===== config.mk =====
export PLATFORM = sky130hd
export DESIGN_NAME = pmc_top
export DESIGN_NICKNAME = d
export VERILOG_FILES = /design/src/logic/pmc_pkg.sv /design/src/logic/pmc_top.sv
export VERILOG_INCLUDE_DIRS = /design/src /design/src/logic
export SDC_FILE = /design/constraint.sdc
export NUM_CORES = 1
export LEC_CHECK = 0
export BUFFER_PORTS_ARGS = -buffer_cell sky130_fd_sc_hd__buf_2
export CORE_MARGIN = 2
export CORE_UTILIZATION = 57
export CTS_BUF_LIST = sky130_fd_sc_hd__clkbuf_8
export CTS_CLUSTER_SIZE = 40
export DETAILED_ROUTE_END_ITERATION = 10
export PLACE_DENSITY = 0.82
export SLEW_MARGIN = 20
export SYNTH_ARGS = -nofsm -noshare
export SYNTH_HDL_FRONTEND = slang
export SYNTH_SLANG_ARGS = --single-unit

===== constraint.sdc =====
create_clock -name clk -period 5 [get_ports clk]
set_clock_uncertainty 0.1 [all_clocks]
set_input_delay 1 -clock clk [delete_from_list [all_inputs] [get_ports clk]]
set_output_delay 1 -clock clk [all_outputs]
set_load 0.02 [all_outputs]

===== src/logic/pmc_defs.svh =====
`ifndef PMC_DEFS_SVH
`define PMC_DEFS_SVH

// Register indices; byte address is four times the index
`define PMC_IDX_STATUS    6'h00
`define PMC_IDX_SRC_PRE   6'h01
`define PMC_IDX_MOD_HIGH  6'h02
`define PMC_IDX_MOD_LOW   6'h03
`define PMC_IDX_CNT_HIGH  6'h04
`define PMC_IDX_CNT_LOW   6'h05

// Field positions
`define PMC_BIT_FLAG      7
`define PMC_BIT_IRQ_EN    6
`define PMC_SRC_MSB       7
`define PMC_SRC_LSB       6
`define PMC_PS_MSB        2
`define PMC_PS_LSB        0

// Reset values
`define PMC_SRC_RESET     2'h0
`define PMC_PS_RESET      3'h0
`define PMC_MOD_RESET     16'h0000
`define PMC_CNT_RESET     16'h0000

// Source codes and the prescaler-off code
`define PMC_SRC_EXT       2'h0
`define PMC_SRC_KHZ       2'h1
`define PMC_SRC_INT       2'h2
`define PMC_SRC_BUS       2'h3
`define PMC_PS_OFF        3'h0

// Divide ratios, low source bit clear
`define PMC_DIV_B1        11'd1
`define PMC_DIV_B2        11'd2
`define PMC_DIV_B4        11'd4
`define PMC_DIV_B8        11'd8
`define PMC_DIV_B16       11'd16
`define PMC_DIV_B32       11'd32
`define PMC_DIV_B64       11'd64
// Divide ratios, low source bit set
`define PMC_DIV_H128      12'd128
`define PMC_DIV_H256      12'd256
`define PMC_DIV_H512      12'd512
`define PMC_DIV_H1024     12'd1024
`define PMC_DIV_H2048     12'd2048
`define PMC_DIV_H100      12'd100
`define PMC_DIV_H1000     12'd1000

`endif


===== src/logic/pmc_pkg.sv =====
package pmc_pkg;

  typedef struct packed {
    logic        hsel;
    logic [31:0] haddr;
    logic [1:0]  htrans;
    logic        hwrite;
    logic [2:0]  hsize;
    logic [31:0] hwdata;
    logic        hready;
  } pmc_ahb_req_type;

  typedef struct packed {
    logic [31:0] hrdata;
    logic        hreadyout;
    logic        hresp;
  } pmc_ahb_rsp_type;

  typedef struct packed {
    logic        flag;
    logic        irq_en;
    logic [1:0]  src;
    logic [2:0]  ps;
    logic [15:0] mod_buf;
    logic [15:0] mod_act;
    logic [11:0] pre;
    logic [15:0] cnt;
    logic [15:0] snap;
    logic        snap_held;
    logic        src_prev;
    logic        wr_pend;
    logic [5:0]  wr_idx;
    logic [31:0] rdata;
  } pmc_state_type;

endpackage : pmc_pkg


===== src/logic/pmc_top.sv =====
`include "pmc_defs.svh"

module pmc_top
  import pmc_pkg::*;
(
  input  wire logic            clk,
  input  wire logic            rst,
  input  wire pmc_ahb_req_type ahb_req,
  output pmc_ahb_rsp_type      ahb_rsp,
  input  wire logic            ext_clk,
  input  wire logic            khz_clk,
  input  wire logic            int_clk,
  output logic                 irq
);

  pmc_state_type st_reg;
  pmc_state_type st_next;

  logic        acc;
  logic [5:0]  idx;
  logic        src_level;
  logic        src_tick;
  logic [11:0] divisor;
  logic        pre_tick;
  logic        match;
  logic        wr_flag_clr;
  logic [1:0]  new_src;
  logic [2:0]  new_ps;
  logic        sc2_wr;

  // Prescaler ratio for the current source and code
  function automatic logic [11:0] pmc_divisor(input logic src_lo, input logic [2:0] ps);
    logic [11:0] d;
    d = 12'h001;
    if (!src_lo) begin
      unique case (ps)
        3'h1:    d = {1'b0, `PMC_DIV_B1};
        3'h2:    d = {1'b0, `PMC_DIV_B2};
        3'h3:    d = {1'b0, `PMC_DIV_B4};
        3'h4:    d = {1'b0, `PMC_DIV_B8};
        3'h5:    d = {1'b0, `PMC_DIV_B16};
        3'h6:    d = {1'b0, `PMC_DIV_B32};
        3'h7:    d = {1'b0, `PMC_DIV_B64};
        default: d = 12'h001;
      endcase
    end else begin
      unique case (ps)
        3'h1:    d = `PMC_DIV_H128;
        3'h2:    d = `PMC_DIV_H256;
        3'h3:    d = `PMC_DIV_H512;
        3'h4:    d = `PMC_DIV_H1024;
        3'h5:    d = `PMC_DIV_H2048;
        3'h6:    d = `PMC_DIV_H100;
        3'h7:    d = `PMC_DIV_H1000;
        default: d = 12'h001;
      endcase
    end
    return d;
  endfunction : pmc_divisor

  assign acc = ahb_req.hsel & ahb_req.hready & ahb_req.htrans[1];
  assign idx = ahb_req.haddr[7:2];

  // Source selection; bus clock gives one tick per cycle
  always_comb begin
    unique case (st_reg.src)
      `PMC_SRC_EXT: src_level = ext_clk;
      `PMC_SRC_KHZ: src_level = khz_clk;
      `PMC_SRC_INT: src_level = int_clk;
      `PMC_SRC_BUS: src_level = 1'b1;
    endcase
  end

  assign src_tick = (st_reg.src == `PMC_SRC_BUS) ? 1'b1 : (src_level & ~st_reg.src_prev);
  assign divisor  = pmc_divisor(st_reg.src[0], st_reg.ps);
  assign pre_tick = (st_reg.ps != `PMC_PS_OFF) && src_tick &&
                    (st_reg.pre == divisor - 12'h001);
  assign match    = pre_tick && (st_reg.cnt == st_reg.mod_act);

  assign sc2_wr      = st_reg.wr_pend && (st_reg.wr_idx == `PMC_IDX_SRC_PRE);
  assign new_src     = ahb_req.hwdata[`PMC_SRC_MSB:`PMC_SRC_LSB];
  assign new_ps      = ahb_req.hwdata[`PMC_PS_MSB:`PMC_PS_LSB];
  assign wr_flag_clr = st_reg.wr_pend && (st_reg.wr_idx == `PMC_IDX_STATUS) &&
                       ahb_req.hwdata[`PMC_BIT_FLAG];

  always_comb begin
    st_next = st_reg;
    st_next.src_prev = src_level;

    // Prescaler and counter
    if (st_reg.ps != `PMC_PS_OFF && src_tick) begin
      if (pre_tick) begin
        st_next.pre = 12'h000;
      end else begin
        st_next.pre = st_reg.pre + 12'h001;
      end
    end
    if (pre_tick) begin
      if (match) begin
        st_next.cnt     = `PMC_CNT_RESET;
        st_next.mod_act = st_reg.mod_buf;
      end else begin
        st_next.cnt = st_reg.cnt + 16'h0001;
      end
    end

    // Data phase of a write
    if (st_reg.wr_pend) begin
      unique case (st_reg.wr_idx)
        `PMC_IDX_STATUS: begin
          st_next.irq_en = ahb_req.hwdata[`PMC_BIT_IRQ_EN];
        end
        `PMC_IDX_SRC_PRE: begin
          st_next.src = new_src;
          st_next.ps  = new_ps;
          if (new_src != st_reg.src) begin
            st_next.pre      = 12'h000;
            st_next.cnt      = `PMC_CNT_RESET;
            st_next.src_prev = 1'b1;
          end
          if (new_ps != st_reg.ps) begin
            st_next.pre = 12'h000;
            st_next.cnt = `PMC_CNT_RESET;
          end
          if (st_reg.ps == `PMC_PS_OFF && new_ps != `PMC_PS_OFF) begin
            st_next.mod_act = st_reg.mod_buf;
          end
        end
        `PMC_IDX_MOD_HIGH: st_next.mod_buf[15:8] = ahb_req.hwdata[7:0];
        `PMC_IDX_MOD_LOW:  st_next.mod_buf[7:0]  = ahb_req.hwdata[7:0];
        default: ;
      endcase
    end

    // Flag: a match in the clearing cycle keeps it set
    if (wr_flag_clr) begin
      st_next.flag = 1'b0;
    end
    if (match) begin
      st_next.flag = 1'b1;
    end

    // Address phase
    st_next.wr_pend = acc & ahb_req.hwrite;
    st_next.wr_idx  = idx;
    st_next.rdata   = 32'h0000_0000;
    if (acc && !ahb_req.hwrite) begin
      unique case (idx)
        `PMC_IDX_STATUS: begin
          st_next.rdata[`PMC_BIT_FLAG]   = st_reg.flag;
          st_next.rdata[`PMC_BIT_IRQ_EN] = st_reg.irq_en;
        end
        `PMC_IDX_SRC_PRE: begin
          st_next.rdata[7:0] = {st_reg.src, 3'h0, st_reg.ps};
        end
        `PMC_IDX_MOD_HIGH: st_next.rdata[7:0] = st_reg.mod_buf[15:8];
        `PMC_IDX_MOD_LOW:  st_next.rdata[7:0] = st_reg.mod_buf[7:0];
        `PMC_IDX_CNT_LOW: begin
          st_next.rdata[7:0] = st_reg.cnt[7:0];
          st_next.snap       = st_reg.cnt;
          st_next.snap_held  = 1'b1;
        end
        `PMC_IDX_CNT_HIGH: begin
          st_next.rdata[7:0] = st_reg.snap_held ? st_reg.snap[15:8] : st_reg.cnt[15:8];
          st_next.snap_held  = 1'b0;
        end
        default: st_next.rdata = 32'h0000_0000;
      endcase
    end
  end

  always_ff @(posedge clk or posedge rst) begin
    if (rst) begin
      st_reg           <= '0;
      st_reg.src       <= `PMC_SRC_RESET;
      st_reg.ps        <= `PMC_PS_RESET;
      st_reg.mod_buf   <= `PMC_MOD_RESET;
      st_reg.mod_act   <= `PMC_MOD_RESET;
      st_reg.cnt       <= `PMC_CNT_RESET;
      st_reg.src_prev  <= 1'b1;
    end else begin
      st_reg <= st_next;
    end
  end

  assign ahb_rsp.hrdata    = st_reg.rdata;
  assign ahb_rsp.hreadyout = 1'b1;
  assign ahb_rsp.hresp     = 1'b0;
  assign irq = st_reg.flag & st_reg.irq_en;

endmodule : pmc_top


## Yosys cells after proc, flatten, opt, wreduce, memory -nomap -nowiden

Cells that the tools add are included.

| word-level totals | value |
|---|---|
| flip-flop bits (word level) | 124 |
| input bits | 77 |
| output and inout bits | 35 |
| logic and storage cells | 94 |

| operators by class | value |
|---|---|
| $add $sub $neg | 3 |
| eq/ne operators | 22 |
| mux-type cells | 26 |
| bitwise gates (word level) | 6 |
| reductions and logical operators | 22 |

Operators by type and width:

| kind | count |
|---|---|
| $mux 44 | 2 |
| $pmux 12 s7 | 1 |
| $mux 16 | 5 |
| $mux 28 | 2 |
| $pmux 7 s6 | 1 |
| $mux 12 | 3 |
| $pmux 6 s5 | 1 |
| $eq 6x2->1 const B | 4 |
| $add 16x1->16 const B | 1 |
| $eq 16x16->1 | 1 |
| $mux 8 | 2 |
| $add 12x1->12 const B | 1 |
| $eq 12x12->1 | 1 |
| $eq 3x3->1 const B | 4 |
| $eq 6x1->1 const B | 2 |
| $eq 6x3->1 const B | 2 |
| $logic_not 6->1 | 2 |
| $pmux 2 s6 | 1 |
| $reduce_and 2->1 | 6 |
| $sub 12x1->12 const B | 1 |
| $logic_and 1x1->1 | 7 |
| $eq 3x2->1 const B | 2 |
| $mux 1 | 6 |
| $reduce_bool 3->1 | 2 |
| other kinds (13) | 19 |

## Longest topological paths before layout

Gate-level depths: netlist of the first run.

| logic depth | value |
|---|---|
| depth in word-level cells | 13 |
| gate-level depth with buffers | 16 |
| depth with buffers taken out | 10 |

## Worst setup path before layout of the first run

No wires, ideal clock.

| path | value |
|---|---|
| kind | flip-flop to flip-flop |
| start point | reg st_reg[120] (netlist bit) |
| end point | reg st_reg[90] (netlist bit) |
| library setup time | 0.125 ns |
| data arrival time | 3.281 ns |
| required time | 4.775 ns |
| path slack | 1.493 ns |
| cell stages (with the launch flop) | 17 |
| path buffers | 6 |
| clock period less this slack | 3.507 ns |
| cells stage by stage | dfrtp_1 -> buf_2 -> buf_6 -> buf_6 -> nand2_1 -> nand2_1 -> ha_1 -> buf_2 -> or4b_1 -> o221ai_1 -> o21a_1 -> o211ai_1 -> or4_1 -> buf_2 -> o21ai_4 -> buf_8 -> mux2_4 |

RTL lines:

| what | line | RTL |
|---|---|---|
| start: declaration | pmc_top.sv:16 | `pmc_state_type st_reg;` |
| start signal: assignment | pmc_top.sv:182 | `st_reg <= st_next;` |

==> impl_metrics.json, run 1 <==
{
  "cpPeakStageDelay_ps": 600,
  "synth-xor-area-share_pct": 5.60,
  "postPlaceCellArea_um2": 5530,
  "slowest_stage": "o21ai_4",
  "grt_pass1_wl_um": 20700,
  "arrival_ps": 4280,
  "status": "finished, final reports clean",
  "cp_max_fo": 16,
  "start_util_pct": 59.0,
  "clk_latency_ps": 380,
  "wl_per_cell_um": 17.7,
  "finalWorstPathRequiredPeriod_ps": 4120,
  "yosysWarningCount": 0,
  "drt-total-wl_um": 12400,
  "setup_tns_ps": 0,
  "grt_antenna_before_repair": 0,
  "hold_path_class": "register to register",
  "clk_path_buf_depth": 2,
  "grt_max_degree": 58,
  "fin_crit_sh_pct": 82.4,
  "core_um2": 9280,
  "synth_area_um2": 5480,
  "synth.distinct_cells": 70,
  "htree_levels": 3,
  "p_seq_share_pct": 54.1,
  "worstSetupPathType": "register to register",
  "clock-sinks": 92,
  "finalHoldViolations": 0,
  "io_pins": 112,
  "netSwitchingPower_uw": 470,
  "ys.flop_type": "dfrtp_1",
  "place.gp.congestion": 0.904,
  "reg2regPathDepth": 11,
  "drtPass1Iterations": 6,
  "final_area_um2": 5740,
  "drc": 0,
  "grt.total_usage_pct": 25.9,
  "maxSlewHeadroom_pct": 29.1,
  "vdd_drop_max_v": 0.000234,
  "power_density_nw_per_um2": 265,
  "start_kind": "register",
  "cap_violations": 0,
  "switching_share_pct": 30.9,
  "layout.cells.non_filler": 697,
  "fp-row-count": 35,
  "power_frac_comb_pct": 12.6,
  "yosys.area_share.simple_pct": 18.3,
  "grt.overflow.total": 0,
  "slew_viol_final": 0,
  "clkPwrFrac_pct": 33.3,
  "cts.hold.buffers_added": 0,
  "synth_top_family_by_area": "simple AND/OR/NAND/NOR gates",
  "grt_pass1_vias": 4129,
  "yosysSeqAreaShare_pct": 42.1,
  "antenna_cells": 0,
  "fp.dieH_um": 102,
  "syn_inst": 553,
  "max_freq_ghz": 0.243,
  "cts_setup_buffers": 0,
  "crit_required_ps": 5160,
  "clk_pin_slew_ps": 100,
  "r2r_start": "st_reg[118]",
  "synth-compound-area-share_pct": 11.9,
  "dp_hpwl_um": 8850,
  "ant_nets": 0,
  "largest_reg_flops": 84,
  "cts_root_buf": "clkbuf_8",
  "cts_buffers": 9,
  "synth_adder_area_share_pct": 0.685,
  "muxShareOfSynthArea_pct": 13.0,
  "io_buffers": 31,
  "finalSetupViolCount": 0,
  "p_leak_uw": 0.00265,
  "crit_path_end_kind": "register",
  "fp.dieW_um": 102,
  "synthArstFlopShare_pct": 100,
  "path_cells": "buf_4 -> nor2_1 -> nand2_1 -> ha_1 -> or2_0 -> a311o_1 -> o21ai_1 -> o211ai_1 -> or4_1 -> o21ai_4 -> mux2_1",
  "synth-edff-count": 0,
  "whs_ps": 420,
  "cp-endpoint": "st_reg[87]",
  "cts_tree": "yes",
  "drive_gt1_share_pct": 20.4,
  "dieArea_um2": 10400,
  "drtIter0Drc": 487,
  "fin_nets": 643,
  "r2r_end": "st_reg[87]",
  "synthToLayoutAreaGrowth_pct": 4.73,
  "viasPerCell": 6.09,
  "startpoint": "st_reg[118]",
  "rsz0062_at_grt": "no",
  "r2r_setup_slack_ps": 880,
  "num_vias": 4243,
  "tightest_slew_ps": 1050,
  "syn_avg_cell_area_um2": 9.91,
  "post_cts_resized": 0,
  "dp.cells": 681,
  "internal_power_uw": 1050,
  "ys_ff_latch": 92
}
layout by cell type (no fill, tap or decap), types with 9 or more instances in the layout:
cell	instances
nand4_1	9
conb_1	26
mux2_2	36
nand3_1	16
nand2_1	39
xor2_1	22
a21oi_1	30
nor3_1	13
xnor2_1	13
o21ai_0	22
nor2_1	37
buf_2	31
mux2_4	10
dfrtp_1	91
mux2i_1	9
clkbuf_8	9
synthesized netlist by cell type, drive strengths merged (2+ instances only):
cell type / instances / area share (%)
a211oi: 2 / 0.27
a21boi: 2 / 0.27
a21oi: 30 / 2.7
a221oi: 4 / 0.64
a22oi: 5 / 0.69
a31oi: 3 / 0.34
and2: 6 / 0.69
and3: 2 / 0.23
and4: 3 / 0.48
buf: 50 / 6.7
clkbuf: 14 / 0.96
conb: 2 / 0.14
dfrtp: 91 / 42
ha: 3 / 0.69
inv: 10 / 0.69
mux2: 52 / 11
mux2i: 9 / 1.6
nand2: 39 / 2.7
nand2b: 8 / 0.91
nand3: 16 / 1.5
nand3b: 5 / 0.69
nand4: 9 / 1.0
nand4b: 4 / 0.64
nor2: 37 / 2.5
nor2b: 6 / 0.69
nor3: 13 / 1.2
nor3b: 5 / 0.78
nor4: 6 / 0.69
o211ai: 5 / 0.69
o21ai: 26 / 2.6
o221ai: 3 / 0.48
o22ai: 5 / 0.57
o41ai: 2 / 0.32
or2: 6 / 0.69
or3: 4 / 0.46
or3b: 3 / 0.48
or4: 8 / 1.1
or4b: 2 / 0.37
xnor2: 13 / 2.1
xor2: 22 / 3.5
worst min-delay path by stage:
stage	end	cells after the start	startpoint	slack [ps]
2_1_floorplan	st_reg[123]	2	st_reg[123]	360
3_3_place_gp	st_reg[49]	1	st_reg[49]	380
3_5_place_dp	st_reg[52]	1	st_reg[52]	390
4_1_cts	st_reg[51]	1	st_reg[51]	420
5_1_grt	st_reg[51]	1	st_reg[51]	430
6_report	st_reg[52]	1	st_reg[52]	420
worst max-delay path: cells and delay by family (launching register included):
| family | cells | cell delay, ps |
|---|---|---|
| compound gates | 4 | 1260 |
| fa+ha+maj | 1 | 340 |
| buf+inv | 1 | 260 |
| flops | 1 | 560 |
| mux | 1 | 390 |
| simple gates | 4 | 1110 |
power groups by stage:
stage | Sequential [uW] | Clock (uW) | Combinational, uW
after detailed placement | 834 | 0 | 189
after CTS | 820 | 513 | 189
final | 822 | 506 | 192
after global placement | 833 | 0 | 180
after global routing | 828 | 539 | 214
after floorplan | 809 | 0 | 177
layout make-up:
| type | instances | area [um2] |
|---|---|---|
| clock buffers | 9 | 124 |
| clock inverters | 7 | 80.1 |
| fillers | 766 | 3550 |
| inverters | 10 | 40.0 |
| multi-input cells | 411 | 2810 |
| flip-flops and latches | 92 | 2300 |
| well taps | 129 | 161 |
| repair buffers | 39 | 215 |
through the flow:
step           util [%]  total power, uW  worst slack [ps]
2_1_floorplan         -              986              1490
3_5_place_dp       59.5             1020               985
5_1_grt            61.8             1580               736
6_report           61.8             1520               881
3_3_place_gp       59.5             1010              1030
4_1_cts            61.7             1520               938
routing by layer:
metal	GRT usage [%]	up-vias	share of wire (%)
li1	-	1943	-
met1	35.2	2072	42
met2	42.1	199	49
met3	4.58	29	6.1
met4	9.33	0	2.7
met5	0	-	0
kinds of logic after synthesis:
group                    Yosys count
XOR/XNOR                          35
AND/OR/NAND/NOR                  185
buffers and inverters             74
other                              2
AO/OA/AOI/OAI                    101
adder cells (fa/ha/maj)            3
multiplexers                      61
flip-flops                        92
Power figures use the tool's default switching activity.
==> run 2, diff against run 1 <==
--- a/config.mk
+++ b/config.mk
@@ -6,13 +6,14 @@
 export SDC_FILE = /design/constraint.sdc
 export NUM_CORES = 1
 export LEC_CHECK = 0
+export ABC_AREA = 1
 export BUFFER_PORTS_ARGS = -buffer_cell sky130_fd_sc_hd__buf_2
 export CORE_MARGIN = 2
 export CORE_UTILIZATION = 57
 export CTS_BUF_LIST = sky130_fd_sc_hd__clkbuf_8
 export CTS_CLUSTER_SIZE = 40
 export DETAILED_ROUTE_END_ITERATION = 10
-export PLACE_DENSITY = 0.82
+export PLACE_DENSITY = 0.83
 export SLEW_MARGIN = 20
 export SYNTH_ARGS = -nofsm -noshare
 export SYNTH_HDL_FRONTEND = slang
==> constraint.sdc (replaced) <==
create_clock -name clk -period 3.8 [get_ports clk]
set_clock_uncertainty 0.1 [all_clocks]
set_input_delay 0.76 -clock clk [delete_from_list [all_inputs] [get_ports clk]]
set_output_delay 0.76 -clock clk [all_outputs]
set_load 0.02 [all_outputs]
==> run 2 against run 1 <==
Routed wire length is 4.8% higher; utilization is 0.28 points higher; critical endpoint is now st_reg[97]; hold slack worse by 26 ps; register-to-register slack worse by 420 ps; critical path type unchanged; largest cell class unchanged; via count is 15% higher; sequential share of layout area hardly changed; worst setup slack worse by 420 ps; final cell count is 30% higher; synthesized area is 0.62% lower.
==> impl_metrics.json, run 2 <==
{
  "place.gp.congestion": 0.924,
  "whs_ps": 394,
  "vdd_drop_max_v": 0.000214,
  "mostFrequentLayoutCell": "nand2_1",
  "synth.most_common_cell": "nand2_1",
  "cp_max_fo": 20,
  "hold_path_class": "register to register",
  "setup_tns_ps": 0,
  "internal_power_uw": 1460,
  "grt.total_usage_pct": 27.0,
  "ys_ff_latch": 92,
  "cts_setup_buffers": 0,
  "antenna_cells": 0,
  "finalWorstPathRequiredPeriod_ps": 3340,
  "crit_required_ps": 4000,
  "final_util_pct": 62.1,
  "r2r_setup_slack_ps": 460,
  "wl_per_cell_um": 14.3,
  "htree_levels": 3,
  "switching_share_pct": 33.8,
  "grt_pass1_vias": 4617,
  "clk_path_buf_depth": 2,
  "fp.dieH_um": 102,
  "dr_wl_met2_um": 6140,
  "cap_violations": 0,
  "synthArstFlopShare_pct": 100,
  "synthToLayoutAreaGrowth_pct": 5.36,
  "dp_hpwl_um": 9780,
  "p_seq_share_pct": 50.6,
  "grt.overflow.total": 0,
  "post_cts_resized": 0,
  "syn_avg_cell_area_um2": 7.28,
  "start_util_pct": 58.9,
  "drtIter0Drc": 395,
  "ys.flop_type": "dfrtp_1",
  "rsz0062_at_grt": "no",
  "highest_layer": "met4",
  "grt_pass1_wl_um": 21800,
  "fp.dieW_um": 102,
  "synth-edff-count": 0,
  "fin_crit_sh_pct": 87.9,
  "synth_common_cells": "nand2_1, inv_1, nor2_1",
  "cts_buffers": 9,
  "maxSlewHeadroom_pct": 32.6,
  "cts_root_buf": "clkbuf_8",
  "wirelength_met1_um": 5790,
  "routed-wl-met3_um": 825,
  "max_freq_ghz": 0.299,
  "slew_viol_final": 0,
  "viasPerCell": 5.41,
  "io_buffers": 31,
  "grt_max_degree": 58,
  "worstSetupPathType": "register to register",
  "grt_antenna_before_repair": 0,
  "cts_tree": "yes",
  "finalHoldViolations": 0,
  "dp_slack_ps": 518,
  "power_density_nw_per_um2": 386,
  "dieArea_um2": 10300,
  "clk_latency_ps": 370,
  "synth.distinct_cells": 42,
  "final_cell_mix": "nand2_1, inv_1, nor2_1, dfrtp_1, nand3_1",
  "drtPass1Iterations": 5,
  "power_frac_comb_pct": 20.1,
  "finalSetupViolCount": 0,
  "clk_pin_slew_ps": 100,
  "yosysTopAreaCell": "dfrtp_1",
  "ant_nets": 0,
  "syn_inst": 748,
  "fin_nets": 852,
  "arrival_ps": 3540,
  "netSwitchingPower_uw": 748,
  "drt-total-wl_um": 13000,
  "fp-row-count": 35,
  "clock-sinks": 92,
  "p_leak_uw": 0.00296,
  "yosysWarningCount": 0,
  "clkPwrFrac_pct": 29.3,
  "synthTopCellsByArea": "dfrtp_1, nand2_1, inv_1, nor2_1, buf_4",
  "drive_gt1_share_pct": 10.2,
  "setup_ws_ps": 459,
  "drc": 0,
  "io_pins": 112,
  "largest_reg_flops": 84,
  "start_kind": "register",
  "synth_top_area_share_pct": 41.8,
  "crit_path_end_kind": "register",
  "status": "finished, final reports clean",
  "cts.hold.buffers_added": 0,
  "core_um2": 9240,
  "num_vias": 4897,
  "synth_area_um2": 5440,
  "yosysSeqAreaShare_pct": 42.3,
  "tightest_slew_ps": 1010
}
-- run 2: logic make-up after synthesis --
| logic type | after synthesis | share of synthesized area, % |
|---|---|---|
| and+or+nand+nor | 391 | 30.8 |
| buffers and inverters | 147 | 13.2 |
| other | 2 | 0.138 |
| AOI/OAI and AO/OA | 97 | 10.1 |
| muxes | 3 | 0.621 |
| xor gates and xnor gates | 13 | 2.09 |
| adders and majority gates | 3 | 0.690 |
| DFF | 92 | 42.3 |
-- run 2: worst max-delay path: stages (launching register included) --
cell and delay, ps:
dfrtp_1 590, inv_1 170, nor2_1 160, nand2_1 110, ha_1 230, nand2_1 80, inv_1 30, nor2_1 120
inv_1 50, nand2_1 80, nand3_1 70, nor2_1 90, nand2_1 60, nor2_1 90, nand3_1 160, nor2_4 210
nand2_2 110, o31ai_4 230, buf_4 320, nand2_1 100, o21ai_1 100
-- run 2: worst paths after layout --
kind                       cells after the start          to   startpoint
min in group asynchronous                      2  st_reg[96]          rst
setup / recovery                              20  st_reg[97]  st_reg[118]
setup reg to reg                              20  st_reg[97]  st_reg[118]
hold reg to reg                                2  st_reg[96]  st_reg[112]
max in group asynchronous                      3  st_reg[39]          rst
hold / removal                                 2  st_reg[96]  st_reg[112]
-- run 2: metrics by stage --
stage	power [uW]	cell area [um2]	instances
after floorplan	1490	5530	772
after global placement	1560	5540	890
after detailed placement	1580	5540	890
after CTS	2210	5740	906
after global routing	2330	5740	906
final	2210	5740	906
-- run 2: power groups by stage --
| stage | clock network (uW) | registers (uW) | logic, uW |
|---|---|---|---|
| floorplan | 0 | 1110 | 376 |
| finish | 647 | 1120 | 445 |
| global route | 693 | 1130 | 510 |
| CTS | 655 | 1120 | 441 |
| detailed placement | 0 | 1130 | 441 |
| global placement | 0 | 1130 | 426 |
-- run 2: layer usage --
metal | GRT usage, % | up-vias
li1 | - | 2378
met2 | 42.9 | 183
met5 | 0 | -
met3 | 5.59 | 22
met4 | 8.32 | 0
met1 | 37.2 | 2314
-- run 2: layout make-up --
cell class              count  area (um2)
fillers                   835        3500
multi-input cells         533        2510
flip-flops and latches     92        2300
inverters                 101         380
repair buffers             35         185
well taps                 129         161
clock buffers              10         138
clock inverters             6        53.8
==> run 3, diff against run 2 <==
--- a/config.mk
+++ b/config.mk
@@ -8,6 +8,7 @@
 export LEC_CHECK = 0
 export ABC_AREA = 1
 export BUFFER_PORTS_ARGS = -buffer_cell sky130_fd_sc_hd__buf_2
+export CORE_ASPECT_RATIO = 0.5
 export CORE_MARGIN = 2
 export CORE_UTILIZATION = 57
 export CTS_BUF_LIST = sky130_fd_sc_hd__clkbuf_8
==> run 3 against run 2 <==
Utilization decreased by 0.93 points; total power increased by 0.18%; largest power group unchanged; via count up 0.18%.
==> impl_metrics.json, run 3 (same netlist as run 2, synthesis figures left out) <==
{
  "status": "finished, final reports clean",
  "worst-path-stages": 20,
  "crit_path_end_kind": "register",
  "grt_max_degree": 50,
  "place.gp.congestion": 0.949,
  "num_vias": 4906,
  "rsz0062_at_grt": "no",
  "grt_pass1_wl_um": 21200,
  "switching_share_pct": 32.6,
  "finalHoldViolations": 0,
  "dp_hpwl_um": 9800,
  "clk_pin_slew_ps": 90,
  "cp_max_fo": 23,
  "maxSlewHeadroom_pct": 37.9,
  "crit_required_ps": 4000,
  "p_leak_uw": 0.00296,
  "grt.overflow.total": 0,
  "p_seq_share_pct": 50.6,
  "fin_nets": 851,
  "antenna_cells": 0,
  "cpPeakStageDelay_ps": 590,
  "fin_crit_sh_pct": 86.6,
  "viasPerCell": 5.48,
  "crit_family": "simple AND/OR/NAND/NOR gates",
  "worstSetupPathType": "register to register",
  "cpMostUsedCell": "nand2_1",
  "htree_levels": 3,
  "drive_gt1_share_pct": 9.69,
  "ant_nets": 0,
  "synthToLayoutAreaGrowth_pct": 5.03,
  "cts.hold.buffers_added": 0,
  "internal_power_uw": 1490,
  "cts_setup_buffers": 0,
  "start_kind": "register",
  "clk_path_buf_depth": 2,
  "finalSetupViolCount": 0,
  "cts_tree": "yes",
  "grt_pass1_vias": 4417,
  "clkPwrFrac_pct": 29.3,
  "grt_antenna_before_repair": 0,
  "setup_tns_ps": 0,
  "vdd_drop_max_v": 0.000248,
  "hold_path_class": "register to register",
  "dieArea_um2": 10400,
  "mostFrequentLayoutCell": "nand2_1",
  "fp-row-count": 25,
  "core_um2": 9350,
  "start_util_pct": 58.2,
  "netSwitchingPower_uw": 723,
  "cts_root_buf": "clkbuf_8",
  "wl_per_cell_um": 14.6,
  "hold_depth": 2,
  "max_freq_ghz": 0.304,
  "path_cells": "inv_1 -> nor2_1 -> nand2_1 -> ha_1 -> nand2_1 -> inv_1 -> nor2_1 -> inv_1 -> nand2_1 -> nand3_1 -> nor2_1 -> nand2_1 -> nor2_1 -> nand3_1 -> nor2_4 -> nand2_2 -> o31ai_4 -> buf_4 -> nand2_1 -> o21ai_0",
  "grt.total_usage_pct": 26.6,
  "clk_latency_ps": 380,
  "clock-sinks": 92,
  "cts_buffers": 9,
  "fp.dieH_um": 73.1,
  "power_density_nw_per_um2": 387,
  "largest_reg_flops": 84,
  "tightest_slew_ps": 928,
  "whs_ps": 380,
  "finalWorstPathRequiredPeriod_ps": 3290,
  "drtIter0Drc": 455,
  "power_frac_comb_pct": 20.1,
  "cp_num_buf_inv": 4,
  "cap_violations": 0,
  "reg2regPathDepth": 20,
  "drc": 0,
  "final_area_um2": 5720,
  "arrival_ps": 3490,
  "io_buffers": 31,
  "slew_viol_final": 0,
  "drt-total-wl_um": 13000,
  "drtPass1Iterations": 7,
  "io_pins": 112,
  "postPlaceCellArea_um2": 5540,
  "post_cts_resized": 0,
  "fp.dieW_um": 142,
  "final_cell_mix": "nand2_1, inv_1, nor2_1, dfrtp_1, nand3_1",
  "finalPower_uw": 2220,
  "slowest_stage": "dfrtp_1"
}
-- run 3: cell count changes in the layout (fill, tap and decap cells not counted), sizes merged --
cell	delta
buf	-1
bufinv	+1
clkbuf	-1
inv	-2
-- run 3: tightest hold or removal path: stages, from the launching register on --
cell and delay, ps:
dfrtp_1 350, nand2_1 50, o21ai_1 60
-- run 3: area by class of cell --
class	count	area (um2)
fillers	820	3630
well taps	121	151
flip-flops and latches	92	2300
inverters	101	380
repair buffers	34	190
clock inverters	5	55.1
multi-input cells	533	2510
clock buffers	9	124
-- run 3: final timing paths --
kind	startpoint	end	slack [ps]
max in group asynchronous	rst	st_reg[39]	2410
min reg2reg	st_reg[110]	st_reg[94]	380
max	st_reg[118]	st_reg[88]	510
min	st_reg[110]	st_reg[94]	380
max reg2reg	st_reg[118]	st_reg[88]	510
min in group asynchronous	rst	st_reg[51]	420
-- run 3: metrics by stage --
| step | instances | worst slack, ps | util, % |
|---|---|---|---|
| 2_1_floorplan | 772 | 550 | - |
| 3_3_place_gp | 881 | 662 | 59.2 |
| 3_5_place_dp | 881 | 610 | 59.2 |
| 4_1_cts | 895 | 592 | 61.1 |
| 5_1_grt | 895 | 120 | 61.1 |
| 6_report | 895 | 509 | 61.1 |
-- run 3: power groups by stage --
stage / clock network, uW / logic, uW / registers [uW]
2_1_floorplan: 0 / 376 / 1110
3_3_place_gp: 0 / 422 / 1130
3_5_place_dp: 0 / 440 / 1140
4_1_cts: 660 / 441 / 1120
5_1_grt: 699 / 517 / 1130
6_report: 648 / 446 / 1120
-- run 3: metal layers --
layer / global-route usage [%] / up-vias / part of all wire, %
met2: 43.8 / 179 / 46
met4: 7.56 / 0 / 1.4
met1: 35.7 / 2327 / 45
met5: 0 / - / 0
met3: 6.50 / 22 / 7.3
li1: - / 2378 / -
